## src/hw/host_fifo_pkg.sv

```systemverilog
// Constants, address map and shared helpers for the host FIFO port block
// Functional notes
// - Writes to read-only registers change nothing
// - Write-only registers read back as zero
// - Writing one clears the bit; zero keeps it
// - Clear-on-read bits clear when read
// - Latched bits hold until the register is read
// - Exempt bits survive a software reset
// - Every reset restores all default values, except exempt bits on a software reset
// - Four FIFOs; three have configurable size limits
// - Receive FIFOs are read-only from the host
// - Receive status pop port returns and removes head
// - Receive status peek port returns head, keeps it
// - Each receive data read pops the head
// - Receive data port aliased over eight/sixteen locations
// - Transmit status pop port returns and removes head
// - Transmit status peek port keeps the head
// - Transmit data FIFO is write-only, one push per write
// - Transmit data port aliased over eight/sixteen locations
package host_fifo_pkg;
    localparam int DATA_W     = 32;
    localparam int FIFO_DEPTH = 16;
    localparam int LVL_W      = 5;
    localparam int ADDR_W     = 8;

    localparam logic [2:0]        RXD_WIN        = 3'h0;
    localparam logic [2:0]        TXD_WIN        = 3'h1;
    localparam logic [ADDR_W-1:0] ADDR_RXS_POP   = 8'h40;
    localparam logic [ADDR_W-1:0] ADDR_RXS_PEEK  = 8'h44;
    localparam logic [ADDR_W-1:0] ADDR_TXS_POP   = 8'h48;
    localparam logic [ADDR_W-1:0] ADDR_TXS_PEEK  = 8'h4c;
    localparam logic [ADDR_W-1:0] ADDR_EVENTS    = 8'h50;
    localparam logic [ADDR_W-1:0] ADDR_CTRL      = 8'h54;
    localparam logic [ADDR_W-1:0] ADDR_LIMITS    = 8'h58;
    localparam logic [ADDR_W-1:0] ADDR_CMD       = 8'h5c;
    localparam logic [ADDR_W-1:0] ADDR_LEVELS    = 8'h60;

    localparam int EV_UNDER_BIT   = 0;
    localparam int EV_OVER_BIT    = 1;
    localparam int CTRL_SRST_BIT  = 0;
    localparam int CTRL_TXEN_BIT  = 1;
    localparam int CMD_FLUSH_RXD  = 0;
    localparam int CMD_FLUSH_TXD  = 1;
    localparam int RXD_LSB        = 0;
    localparam int RXS_LSB        = 8;
    localparam int TXD_LSB        = 16;
    localparam int TXS_LSB        = 24;

    localparam logic [LVL_W-1:0] LIMIT_RST  = 5'h10;
    localparam logic [LVL_W-1:0] DEPTH_LVL  = 5'h10;
    localparam logic             TXEN_RST   = 1'b0;
    localparam logic             LATCH_RST  = 1'b0;

    function automatic logic [LVL_W-1:0] level_next(input logic [LVL_W-1:0] cnt,
                                                    input logic push, input logic pop,
                                                    input logic clr);
        logic [LVL_W-1:0] sum;
        sum = cnt + {{(LVL_W-1){1'b0}}, push} - {{(LVL_W-1){1'b0}}, pop};
        return clr ? '0 : sum;
    endfunction

    function automatic logic port_hit(input logic [ADDR_W-1:0] addr,
                                      input logic [ADDR_W-1:0] base);
        return addr[ADDR_W-1:2] == base[ADDR_W-1:2];
    endfunction

    function automatic logic [DATA_W-1:0] half_sel(input logic [DATA_W-1:0] word,
                                                   input logic bus16, input logic hi);
        if (!bus16) begin
            return word;
        end
        return hi ? {16'h0000, word[31:16]} : {16'h0000, word[15:0]};
    endfunction
endpackage

```

## src/hw/host_fifo_port_access.sv

```systemverilog
// Host FIFO port access block and its flip-flop FIFO
module fifo_buf #(
    parameter int WIDTH = 32,
    parameter int DEPTH = 16
) (
    input  wire logic                       i_clk,
    input  wire logic                       i_rst_n,
    input  wire logic                       i_clear,
    input  wire logic                       i_valid,
    output logic                            o_ready,
    input  wire logic [WIDTH-1:0]           i_data,
    output logic                            o_valid,
    input  wire logic                       i_ready,
    output logic [WIDTH-1:0]                o_data,
    output logic [$clog2(DEPTH):0]          o_count
);
    localparam int PW = $clog2(DEPTH);
    localparam int CW = PW + 1;
    localparam logic [CW-1:0] FULL_CNT = CW'(DEPTH);

    logic [WIDTH-1:0] mem [DEPTH];
    logic [WIDTH-1:0] next_mem [DEPTH];
    logic [PW-1:0]    wr_ptr;
    logic [PW-1:0]    rd_ptr;
    logic [PW-1:0]    next_wr_ptr;
    logic [PW-1:0]    next_rd_ptr;
    logic [CW-1:0]    next_count;
    logic             next_ready;
    logic             next_valid;
    logic             push;
    logic             pop;

    // Storage has no reset; pointers and the count say what is valid
    assign push   = i_valid & o_ready;
    assign pop    = i_ready & o_valid;
    assign o_data = mem[rd_ptr];

    // Ready and valid are registered from the next count
    always_comb begin
        next_mem    = mem;
        next_wr_ptr = wr_ptr;
        next_rd_ptr = rd_ptr;
        next_count  = o_count;
        if (i_clear) begin
            next_wr_ptr = '0;
            next_rd_ptr = '0;
            next_count  = '0;
        end else begin
            if (push) begin
                next_mem[wr_ptr] = i_data;
                next_wr_ptr      = wr_ptr + PW'(1);
            end
            if (pop) begin
                next_rd_ptr = rd_ptr + PW'(1);
            end
            next_count = o_count + CW'(push) - CW'(pop);
        end
        next_ready = next_count != FULL_CNT;
        next_valid = next_count != '0;
    end

    always_ff @(posedge i_clk or negedge i_rst_n) begin
        if (!i_rst_n) begin
            wr_ptr  <= '0;
            rd_ptr  <= '0;
            o_count <= '0;
            o_ready <= 1'b1;
            o_valid <= 1'b0;
        end else begin
            wr_ptr  <= next_wr_ptr;
            rd_ptr  <= next_rd_ptr;
            o_count <= next_count;
            o_ready <= next_ready;
            o_valid <= next_valid;
        end
    end

    always_ff @(posedge i_clk) begin
        mem <= next_mem;
    end
endmodule

module host_fifo_port_access
    import host_fifo_pkg::*;
(
    input  wire logic                i_core_clk,
    input  wire logic                i_arst_n,
    input  wire logic                i_bus16,
    input  wire logic                i_rd,
    input  wire logic                i_wr,
    input  wire logic [ADDR_W-1:0]   i_addr,
    input  wire logic [DATA_W-1:0]   i_wdata,
    output logic      [DATA_W-1:0]   o_rdata,
    output logic                     o_rdata_valid,
    output logic                     o_txd_space,
    input  wire logic                i_rxd_valid,
    input  wire logic [DATA_W-1:0]   i_rxd_data,
    output logic                     o_rxd_ready,
    input  wire logic                i_rxs_valid,
    input  wire logic [DATA_W-1:0]   i_rxs_data,
    output logic                     o_rxs_ready,
    input  wire logic                i_txs_valid,
    input  wire logic [DATA_W-1:0]   i_txs_data,
    output logic                     o_txs_ready,
    output logic                     o_txd_valid,
    output logic      [DATA_W-1:0]   o_txd_data,
    input  wire logic                i_txd_ready,
    input  wire logic                i_link_up,
    input  wire logic                i_mac_err
);
    logic                rst_meta;
    logic                rst_n;
    logic                rxd_push, rxd_pop, rxd_valid, rxd_ready, rxd_clr;
    logic                rxs_push, rxs_pop, rxs_valid, rxs_ready;
    logic                txs_push, txs_pop, txs_valid, txs_ready;
    logic                txd_push, txd_pop, txd_valid, txd_ready, txd_clr;
    logic [DATA_W-1:0]   rxd_head, rxs_head, txs_head, txd_head, txd_in;
    logic [LVL_W-1:0]    rxd_cnt, rxs_cnt, txs_cnt, txd_cnt;
    logic                hit_rxd, hit_txd, rd_ev, wr_ev, wr_ctrl, wr_lim, wr_cmd;
    logic                under, over, hi_half;
    logic [DATA_W-1:0]   rd_word;

    logic                ev_wc, ev_rc, err_lh, link_ll, txen, srst;
    logic [LVL_W-1:0]    lim_rxd, lim_rxs, lim_txd;
    logic                next_ev_wc, next_ev_rc, next_err_lh, next_link_ll;
    logic                next_txen, next_srst;
    logic [LVL_W-1:0]    next_lim_rxd, next_lim_rxs, next_lim_txd;
    logic [DATA_W-1:0]   next_rdata, next_txd_data;
    logic                next_rdata_valid, next_txd_valid, next_txd_space;
    logic                next_rxd_ready, next_rxs_ready, next_txs_ready;

    // Reset release through two flops; only the second one is used
    always_ff @(posedge i_core_clk or negedge i_arst_n) begin
        if (!i_arst_n) begin
            rst_meta <= 1'b0;
            rst_n    <= 1'b0;
        end else begin
            rst_meta <= 1'b1;
            rst_n    <= rst_meta;
        end
    end

    // Address decode; data ports take a whole 32-byte window
    assign hit_rxd = i_addr[ADDR_W-1:5] == RXD_WIN;
    assign hit_txd = i_addr[ADDR_W-1:5] == TXD_WIN;
    assign rd_ev   = i_rd & port_hit(i_addr, ADDR_EVENTS);
    // Register writes land only in these four places; other addresses drop them, except the transmit data window, which pushes
    assign wr_ev   = i_wr & port_hit(i_addr, ADDR_EVENTS);
    assign wr_ctrl = i_wr & port_hit(i_addr, ADDR_CTRL);
    assign wr_lim  = i_wr & port_hit(i_addr, ADDR_LIMITS);
    assign wr_cmd  = i_wr & port_hit(i_addr, ADDR_CMD);
    // Receive data reads on a 16-bit bus always return the low half
    assign hi_half = i_addr[1] & ~hit_rxd;

    // Host side movement: one entry per completed access
    assign rxd_pop  = i_rd & hit_rxd & rxd_valid;
    // Status pops on the upper half so a 16-bit host sees both halves
    assign rxs_pop  = i_rd & port_hit(i_addr, ADDR_RXS_POP) & rxs_valid
                      & (~i_bus16 | i_addr[1]);
    assign txs_pop  = i_rd & port_hit(i_addr, ADDR_TXS_POP) & txs_valid
                      & (~i_bus16 | i_addr[1]);
    assign txd_push = i_wr & hit_txd & txd_ready & o_txd_space;
    assign txd_in   = i_bus16 ? {16'h0000, i_wdata[15:0]} : i_wdata;
    assign under    = i_rd & hit_rxd & ~rxd_valid;
    assign over     = i_wr & hit_txd & ~(txd_ready & o_txd_space);

    // Link side movement
    assign rxd_push = i_rxd_valid & o_rxd_ready & rxd_ready;
    assign rxs_push = i_rxs_valid & o_rxs_ready & rxs_ready;
    assign txs_push = i_txs_valid & o_txs_ready & txs_ready;
    assign txd_pop  = txd_valid & txen & (~o_txd_valid | i_txd_ready);
    // Soft reset or a flush command empties a data buffer
    assign rxd_clr  = srst | (wr_cmd & i_wdata[CMD_FLUSH_RXD]);
    assign txd_clr  = srst | (wr_cmd & i_wdata[CMD_FLUSH_TXD]);

    fifo_buf #(.WIDTH(DATA_W), .DEPTH(FIFO_DEPTH)) u_rxd (
        .i_clk(i_core_clk), .i_rst_n(rst_n), .i_clear(rxd_clr),
        .i_valid(rxd_push), .o_ready(rxd_ready), .i_data(i_rxd_data),
        .o_valid(rxd_valid), .i_ready(rxd_pop), .o_data(rxd_head), .o_count(rxd_cnt)
    );
    fifo_buf #(.WIDTH(DATA_W), .DEPTH(FIFO_DEPTH)) u_rxs (
        .i_clk(i_core_clk), .i_rst_n(rst_n), .i_clear(srst),
        .i_valid(rxs_push), .o_ready(rxs_ready), .i_data(i_rxs_data),
        .o_valid(rxs_valid), .i_ready(rxs_pop), .o_data(rxs_head), .o_count(rxs_cnt)
    );
    fifo_buf #(.WIDTH(DATA_W), .DEPTH(FIFO_DEPTH)) u_txs (
        .i_clk(i_core_clk), .i_rst_n(rst_n), .i_clear(srst),
        .i_valid(txs_push), .o_ready(txs_ready), .i_data(i_txs_data),
        .o_valid(txs_valid), .i_ready(txs_pop), .o_data(txs_head), .o_count(txs_cnt)
    );
    fifo_buf #(.WIDTH(DATA_W), .DEPTH(FIFO_DEPTH)) u_txd (
        .i_clk(i_core_clk), .i_rst_n(rst_n), .i_clear(txd_clr),
        .i_valid(txd_push), .o_ready(txd_ready), .i_data(txd_in),
        .o_valid(txd_valid), .i_ready(txd_pop), .o_data(txd_head), .o_count(txd_cnt)
    );

    // Read mux
    always_comb begin
        rd_word = '0;
        // Unmapped and write-only places read as zero
        if (hit_rxd) begin
            rd_word = rxd_valid ? rxd_head : '0;
        end else if (hit_txd) begin
            rd_word = '0;
        end else if (port_hit(i_addr, ADDR_RXS_POP) || port_hit(i_addr, ADDR_RXS_PEEK)) begin
            rd_word = rxs_valid ? rxs_head : '0;
        end else if (port_hit(i_addr, ADDR_TXS_POP) || port_hit(i_addr, ADDR_TXS_PEEK)) begin
            rd_word = txs_valid ? txs_head : '0;
        end else if (port_hit(i_addr, ADDR_EVENTS)) begin
            rd_word = {28'h0000000, link_ll, err_lh, ev_rc, ev_wc};
        end else if (port_hit(i_addr, ADDR_CTRL)) begin
            rd_word = {30'h0, txen, 1'b0};
        end else if (port_hit(i_addr, ADDR_LIMITS)) begin
            rd_word = {11'h0, lim_txd, 3'h0, lim_rxs, 3'h0, lim_rxd};
        end else if (port_hit(i_addr, ADDR_CMD)) begin
            rd_word = '0;
        end else if (port_hit(i_addr, ADDR_LEVELS)) begin
            rd_word = {3'h0, txs_cnt, 3'h0, txd_cnt, 3'h0, rxs_cnt, 3'h0, rxd_cnt};
        end
    end

    // Room for one more entry under both the programmed limit and the real depth
    function automatic logic has_room(input logic [LVL_W-1:0] lvl,
                                      input logic [LVL_W-1:0] lim);
        return (lvl < lim) && (lvl < DEPTH_LVL);
    endfunction

    always_comb begin
        next_rdata       = i_rd ? half_sel(rd_word, i_bus16, hi_half) : o_rdata;
        next_rdata_valid = i_rd;
        // Event set wins over a same-cycle clear
        next_ev_wc   = (ev_wc & ~(wr_ev & i_wdata[EV_UNDER_BIT])) | under;
        next_ev_rc   = (ev_rc & ~rd_ev) | over;
        next_err_lh  = rd_ev ? i_mac_err : (err_lh | i_mac_err);
        next_link_ll = rd_ev ? i_link_up : (link_ll & i_link_up);
        next_txen    = wr_ctrl ? i_wdata[CTRL_TXEN_BIT] : txen;
        next_srst    = wr_ctrl & i_wdata[CTRL_SRST_BIT];
        next_lim_rxd = wr_lim ? i_wdata[RXD_LSB +: LVL_W] : lim_rxd;
        next_lim_rxs = wr_lim ? i_wdata[RXS_LSB +: LVL_W] : lim_rxs;
        next_lim_txd = wr_lim ? i_wdata[TXD_LSB +: LVL_W] : lim_txd;
        next_txd_data  = txd_pop ? txd_head : o_txd_data;
        next_txd_valid = txd_pop | (o_txd_valid & ~i_txd_ready);
        if (srst) begin
            next_ev_wc     = LATCH_RST;
            next_ev_rc     = LATCH_RST;
            next_err_lh    = LATCH_RST;
            next_link_ll   = LATCH_RST;
            next_lim_rxd   = LIMIT_RST;
            next_lim_rxs   = LIMIT_RST;
            next_lim_txd   = LIMIT_RST;
            next_srst      = 1'b0;
            next_txd_valid = 1'b0;
        end
        // Ready flags look one cycle ahead so the registered ready never overruns a limit
        next_rxd_ready = has_room(level_next(rxd_cnt, rxd_push, rxd_pop, rxd_clr), next_lim_rxd);
        next_rxs_ready = has_room(level_next(rxs_cnt, rxs_push, rxs_pop, srst), next_lim_rxs);
        next_txs_ready = has_room(level_next(txs_cnt, txs_push, txs_pop, srst), DEPTH_LVL);
        next_txd_space = has_room(level_next(txd_cnt, txd_push, txd_pop, txd_clr), next_lim_txd);
    end

    // Every output of the block leaves from these flops
    always_ff @(posedge i_core_clk or negedge rst_n) begin
        if (!rst_n) begin
            o_rdata       <= '0;
            o_rdata_valid <= 1'b0;
            o_txd_valid   <= 1'b0;
            o_txd_data    <= '0;
            o_txd_space   <= 1'b0;
            o_rxd_ready   <= 1'b0;
            o_rxs_ready   <= 1'b0;
            o_txs_ready   <= 1'b0;
            ev_wc         <= LATCH_RST;
            ev_rc         <= LATCH_RST;
            err_lh        <= LATCH_RST;
            link_ll       <= LATCH_RST;
            txen          <= TXEN_RST;
            srst          <= 1'b0;
            lim_rxd       <= LIMIT_RST;
            lim_rxs       <= LIMIT_RST;
            lim_txd       <= LIMIT_RST;
        end else begin
            o_rdata       <= next_rdata;
            o_rdata_valid <= next_rdata_valid;
            o_txd_valid   <= next_txd_valid;
            o_txd_data    <= next_txd_data;
            o_txd_space   <= next_txd_space;
            o_rxd_ready   <= next_rxd_ready;
            o_rxs_ready   <= next_rxs_ready;
            o_txs_ready   <= next_txs_ready;
            ev_wc         <= next_ev_wc;
            ev_rc         <= next_ev_rc;
            err_lh        <= next_err_lh;
            link_ll       <= next_link_ll;
            txen          <= next_txen;
            srst          <= next_srst;
            lim_rxd       <= next_lim_rxd;
            lim_rxs       <= next_lim_rxs;
            lim_txd       <= next_lim_txd;
        end
    end
endmodule

```

## config.mk

```make
export PLATFORM = sky130hd
export DESIGN_NAME = host_fifo_port_access
export DESIGN_NICKNAME = d
export VERILOG_FILES = /design/src/hw/host_fifo_pkg.sv /design/src/hw/host_fifo_port_access.sv
export SDC_FILE = /design/constraint.sdc
export NUM_CORES = 2
export LEC_CHECK = 0
export ABC_AREA = 1
export BUFFER_PORTS_ARGS = -buffer_cell sky130_fd_sc_hd__buf_2
export CAP_MARGIN = 5
export CELL_PAD_IN_SITES_DETAIL_PLACEMENT = 1
export CELL_PAD_IN_SITES_GLOBAL_PLACEMENT = 1
export CORE_MARGIN = 2
export CORE_UTILIZATION = 51
export DETAILED_ROUTE_END_ITERATION = 7
export GPL_TIMING_DRIVEN = 0
export PLACE_DENSITY_LB_ADDON = 0.08
export SYNTH_ARGS = -nofsm -noshare
export SYNTH_HDL_FRONTEND = slang
export SYNTH_SLANG_ARGS = --single-unit
export TNS_END_PERCENT = 30
```

## constraint.sdc

```tcl
create_clock -name i_core_clk -period 6.05 [get_ports i_core_clk]
set_input_delay 0.605 -clock i_core_clk [delete_from_list [all_inputs] [get_ports i_core_clk]]
set_output_delay 0.605 -clock i_core_clk [all_outputs]
set_load 0.01 [all_outputs]
```

==> results_dict.tcl <==
set metrics [dict create \
    die_width_um 425 \
    h-tree-depth 4 \
    synthTopCellsByCount "edfxtp_1 (2,048), nand2_1 (1,605), nor2_1 (1,137)" \
    period_share_pct 71.3 \
    gp_congestion 0.920 \
    core_mm2 0.176 \
    ant_nets 0 \
    setup_viol_count_final 0 \
    syn_to_final_growth_pct 14.7 \
    cts_root_buffer "clkbuf_16" \
    syn_inst 7753 \
    synth-warning-count 0 \
    final_core_util_pct 58.9 \
    cp-start-kind "flop" \
    yosys_register_bits 2201 \
    dp_slack_ps 1480 \
    fin_crit_ps 4320 \
    seq_area_frac_synth_pct 72.2 \
    overflow 0 \
    rr_startpoint "txen$_DFFE_PN0P_" \
    grt_pass1_vias 68833 \
    vdd_drop_max_uv 380 \
    ys_top_cells_by_area "edfxtp_1 (68%), nand2_1 (6.7%), nor2_1 (4.7%), nand3_1 (4.3%), dfrtp_1 (4.0%)" \
    start_util_pct 51.3 \
    die-area_mm2 0.181 \
    dpl.cell_count 10388 \
    vias 66482 \
    cp.arrival_ps 5130 \
    yosysMostFrequentCell "edfxtp_1" \
    drcViolationCount 0 \
    worstPathMaxFanout 10 \
    power.density_mw_per_mm2 436 \
    clk_pin_slew_worst_paths_ps 60 \
    synth_cell_types 42 \
    hold_violations 0 \
    path_class "flop to flop" \
    worstHoldPathType "input pin to flop" \
    cts_buffer_depth 3 \
    io_pins 217 \
    grt_max_degree 61 \
    cts_setup_buffers 0 \
    fin_nets 8488 \
    final_cell_count_no_fill 10827 \
    critPathCapture "o_txd_space$_DFF_PN0_" \
    yosys_most_used_dff "edfxtp_1" \
    detail_route.wl_per_cell_um 30.2 \
    worstReg2RegEnd "o_txd_space$_DFF_PN0_" \
    drtIter0Drc 8300 \
    finClkSkew_ps 35.5 \
    worst_setup_path_end_kind "flop" \
    drive_gt1_share_pct 10.6 \
    setup.worst_path.start "txen$_DFFE_PN0P_" \
    synth_edf_count 2048 \
    viasPerCell 6.14 \
    insertion_delay_ps 920 \
    tightest_slew_ps 1420 \
    postSynth.asyncResetShare_pct 6.95 \
    max_stage_delay_ps 870 \
    rows 154 \
    grt_util_all_layers_pct 35.9 \
    worst_path_max_delay_cell "clkbuf_1" \
    hpwl_um 221000 \
    drt_wl_total_um 327000 \
    antenna_found_initial 35 \
    syn_area_per_cell_um2 11.7 \
    crit_chain "nand2_1 > a21oi_1 > clkbuf_1 > ha_1 > inv_1 > ha_1 > fa_1 > nand3_1 > nand2_1 > xor2_1 > nor2_1 > ha_1 > a21oi_1 > o21a_1 > nand2_1 > nor2_1" \
    reg2reg_slack_ps 1730 \
    fp.dieH_um 425 \
    syn_nets 7966 \
    rr_worst_depth 16 \
    io_buffers 214 \
    required_ps 6870 \
    cts_sinks 2201 \
    layout_setup_ws_ps 1730 \
    synth_top_cell_area_share_pct 68.0 \
    slew_violations 0 \
    leakage_nw 38.0 \
    fmax_mhz 232 \
    grt_pass1_wl_um 469000 \
    synth_largest_area_cell "edfxtp_1" \
    drv_cap 0 \
    first_pass_iters 6 \
    numCtsBuffers 222 \
    cts_tree "built" \
    rsz0062_at_grt "no" \
    netlist_area_mm2 0.0905 \
    maxSlewHeadroom_pct 4.77 \
    status "finished clean" \
]
-- per-layer routing --
layer | wire, um | GRT usage [%] | up-vias
met3 | 27600 | 5.86 | 765
met2 | 154000 | 57.8 | 3471
met1 | 125000 | 46.5 | 33983
met5 | 60 | 0 | -
li1 | - | - | 28253
met4 | 20000 | 20.6 | 10
-- layout by cell type, fill, tap and decap left out, types with 6 or more instances in the layout --
master and count:
dfrtp_1 145, nor3_1 19, clkbuf_16 225, buf_2 363, o221ai_1 95, inv_1 349
buf_4 26, nand3_1 777, a21oi_1 77, a31oi_1 36, a211oi_1 7, o21ai_1 33
clkbuf_1 282, o22ai_1 44, edfxtp_1 2048, ha_1 60, diode_2 26, dfstp_2 7
o21ai_0 664, buf_6 32, xor2_1 6, clkinv_1 46, nor2_4 61, o211ai_1 113
nor2_1 1076, buf_12 47, clkbuf_8 10, clkinvlp_4 8, nand2_1 1605, fa_1 6
buf_1 43, nand4_1 14, bufinv_16 20, inv_2 12, clkinv_2 41, buf_16 18
-- metrics by stage --
stage | setup TNS (ps) | total power [mW] | hold slack [ps] | cell area, um2
2_1_floorplan | 0 | 25.3 | 309 | 90500
3_3_place_gp | -334490 | 30.5 | 337 | 94500
3_5_place_dp | 0 | 31.2 | 342 | 96600
4_1_cts | 0 | 44.9 | 9.60 | 104000
5_1_grt | 0 | 46.7 | 51.4 | 104000
6_report | 0 | 45.2 | 54.4 | 104000
-- kinds of logic (layout without fill, tap and decap cells) --
kind of cell	count (synthesis)	in the layout	synth area share (%)
compound gates	1074	1074	6.79
xor+xnor	11	11	0.106
fa+ha+maj	66	66	0.962
buf+inv	832	1540	3.93
flops	2201	2201	72.2
mux	1	1	0.0124
other cells	1	27	0.00414
simple gates	3567	3567	16.0
-- flip-flops by register name, summed over array words and instances, names as in the netlist, 5 cells and up --
register,cells
u_txs.mem,512
lim_txd,5
lim_rxs,5
u_txd.o_count,5
u_txs.o_count,5
o_rdata,32
u_rxd.o_count,5
o_txd_data,32
lim_rxd,5
u_rxs.mem,512
u_txd.mem,512
u_rxs.o_count,5
u_rxd.mem,512
-- repair_timing --
item	CTS	global route
hold buffers	3	0
endpoints found under the hold margin	3	0
resized for setup	0	0
-- where the power goes --
group          switching, mW  internal, mW  leakage, nW
clock                   6.05          7.79         3.49
sequential             0.487          17.4         20.3
combinational           10.1          3.41         14.3
total                   16.6          28.6         38.0
-- layout make-up --
type / instances / area [um2]
diodes: 26 / 65.1
plain buffers: 463 / 2170
clock buffers: 292 / 5980
clock inverters: 118 / 1160
fillers: 18019 / 72500
inverters: 369 / 1390
multi-input cells: 4720 / 22100
flip-flops and latches: 2201 / 65300
well taps: 2340 / 2930
repair buffers: 298 / 2730
-- critical path: cells and delay by family, from the launching register on --
kind            cells  cell delay (ps)
fa+ha+maj           4             1230
simple gates        6              640
compound gates      3              900
flops               1              390
buf+inv             2              920
xor+xnor            1              140
-- worst min-delay path by stage --
stage | from | to | depth (start not counted)
2_1_floorplan | i_arst_n | rst_meta$_DFF_PN0_ | 0
3_3_place_gp | rst_meta$_DFF_PN0_ | rst_n$_DFF_PN0_ | 0
3_5_place_dp | rst_meta$_DFF_PN0_ | rst_n$_DFF_PN0_ | 0
4_1_cts | i_link_up | link_ll$_DFF_PN0_ | 3
5_1_grt | i_link_up | link_ll$_DFF_PN0_ | 3
6_report | i_wr | ev_rc$_DFF_PN0_ | 3
Power figures use the tool's default switching activity.
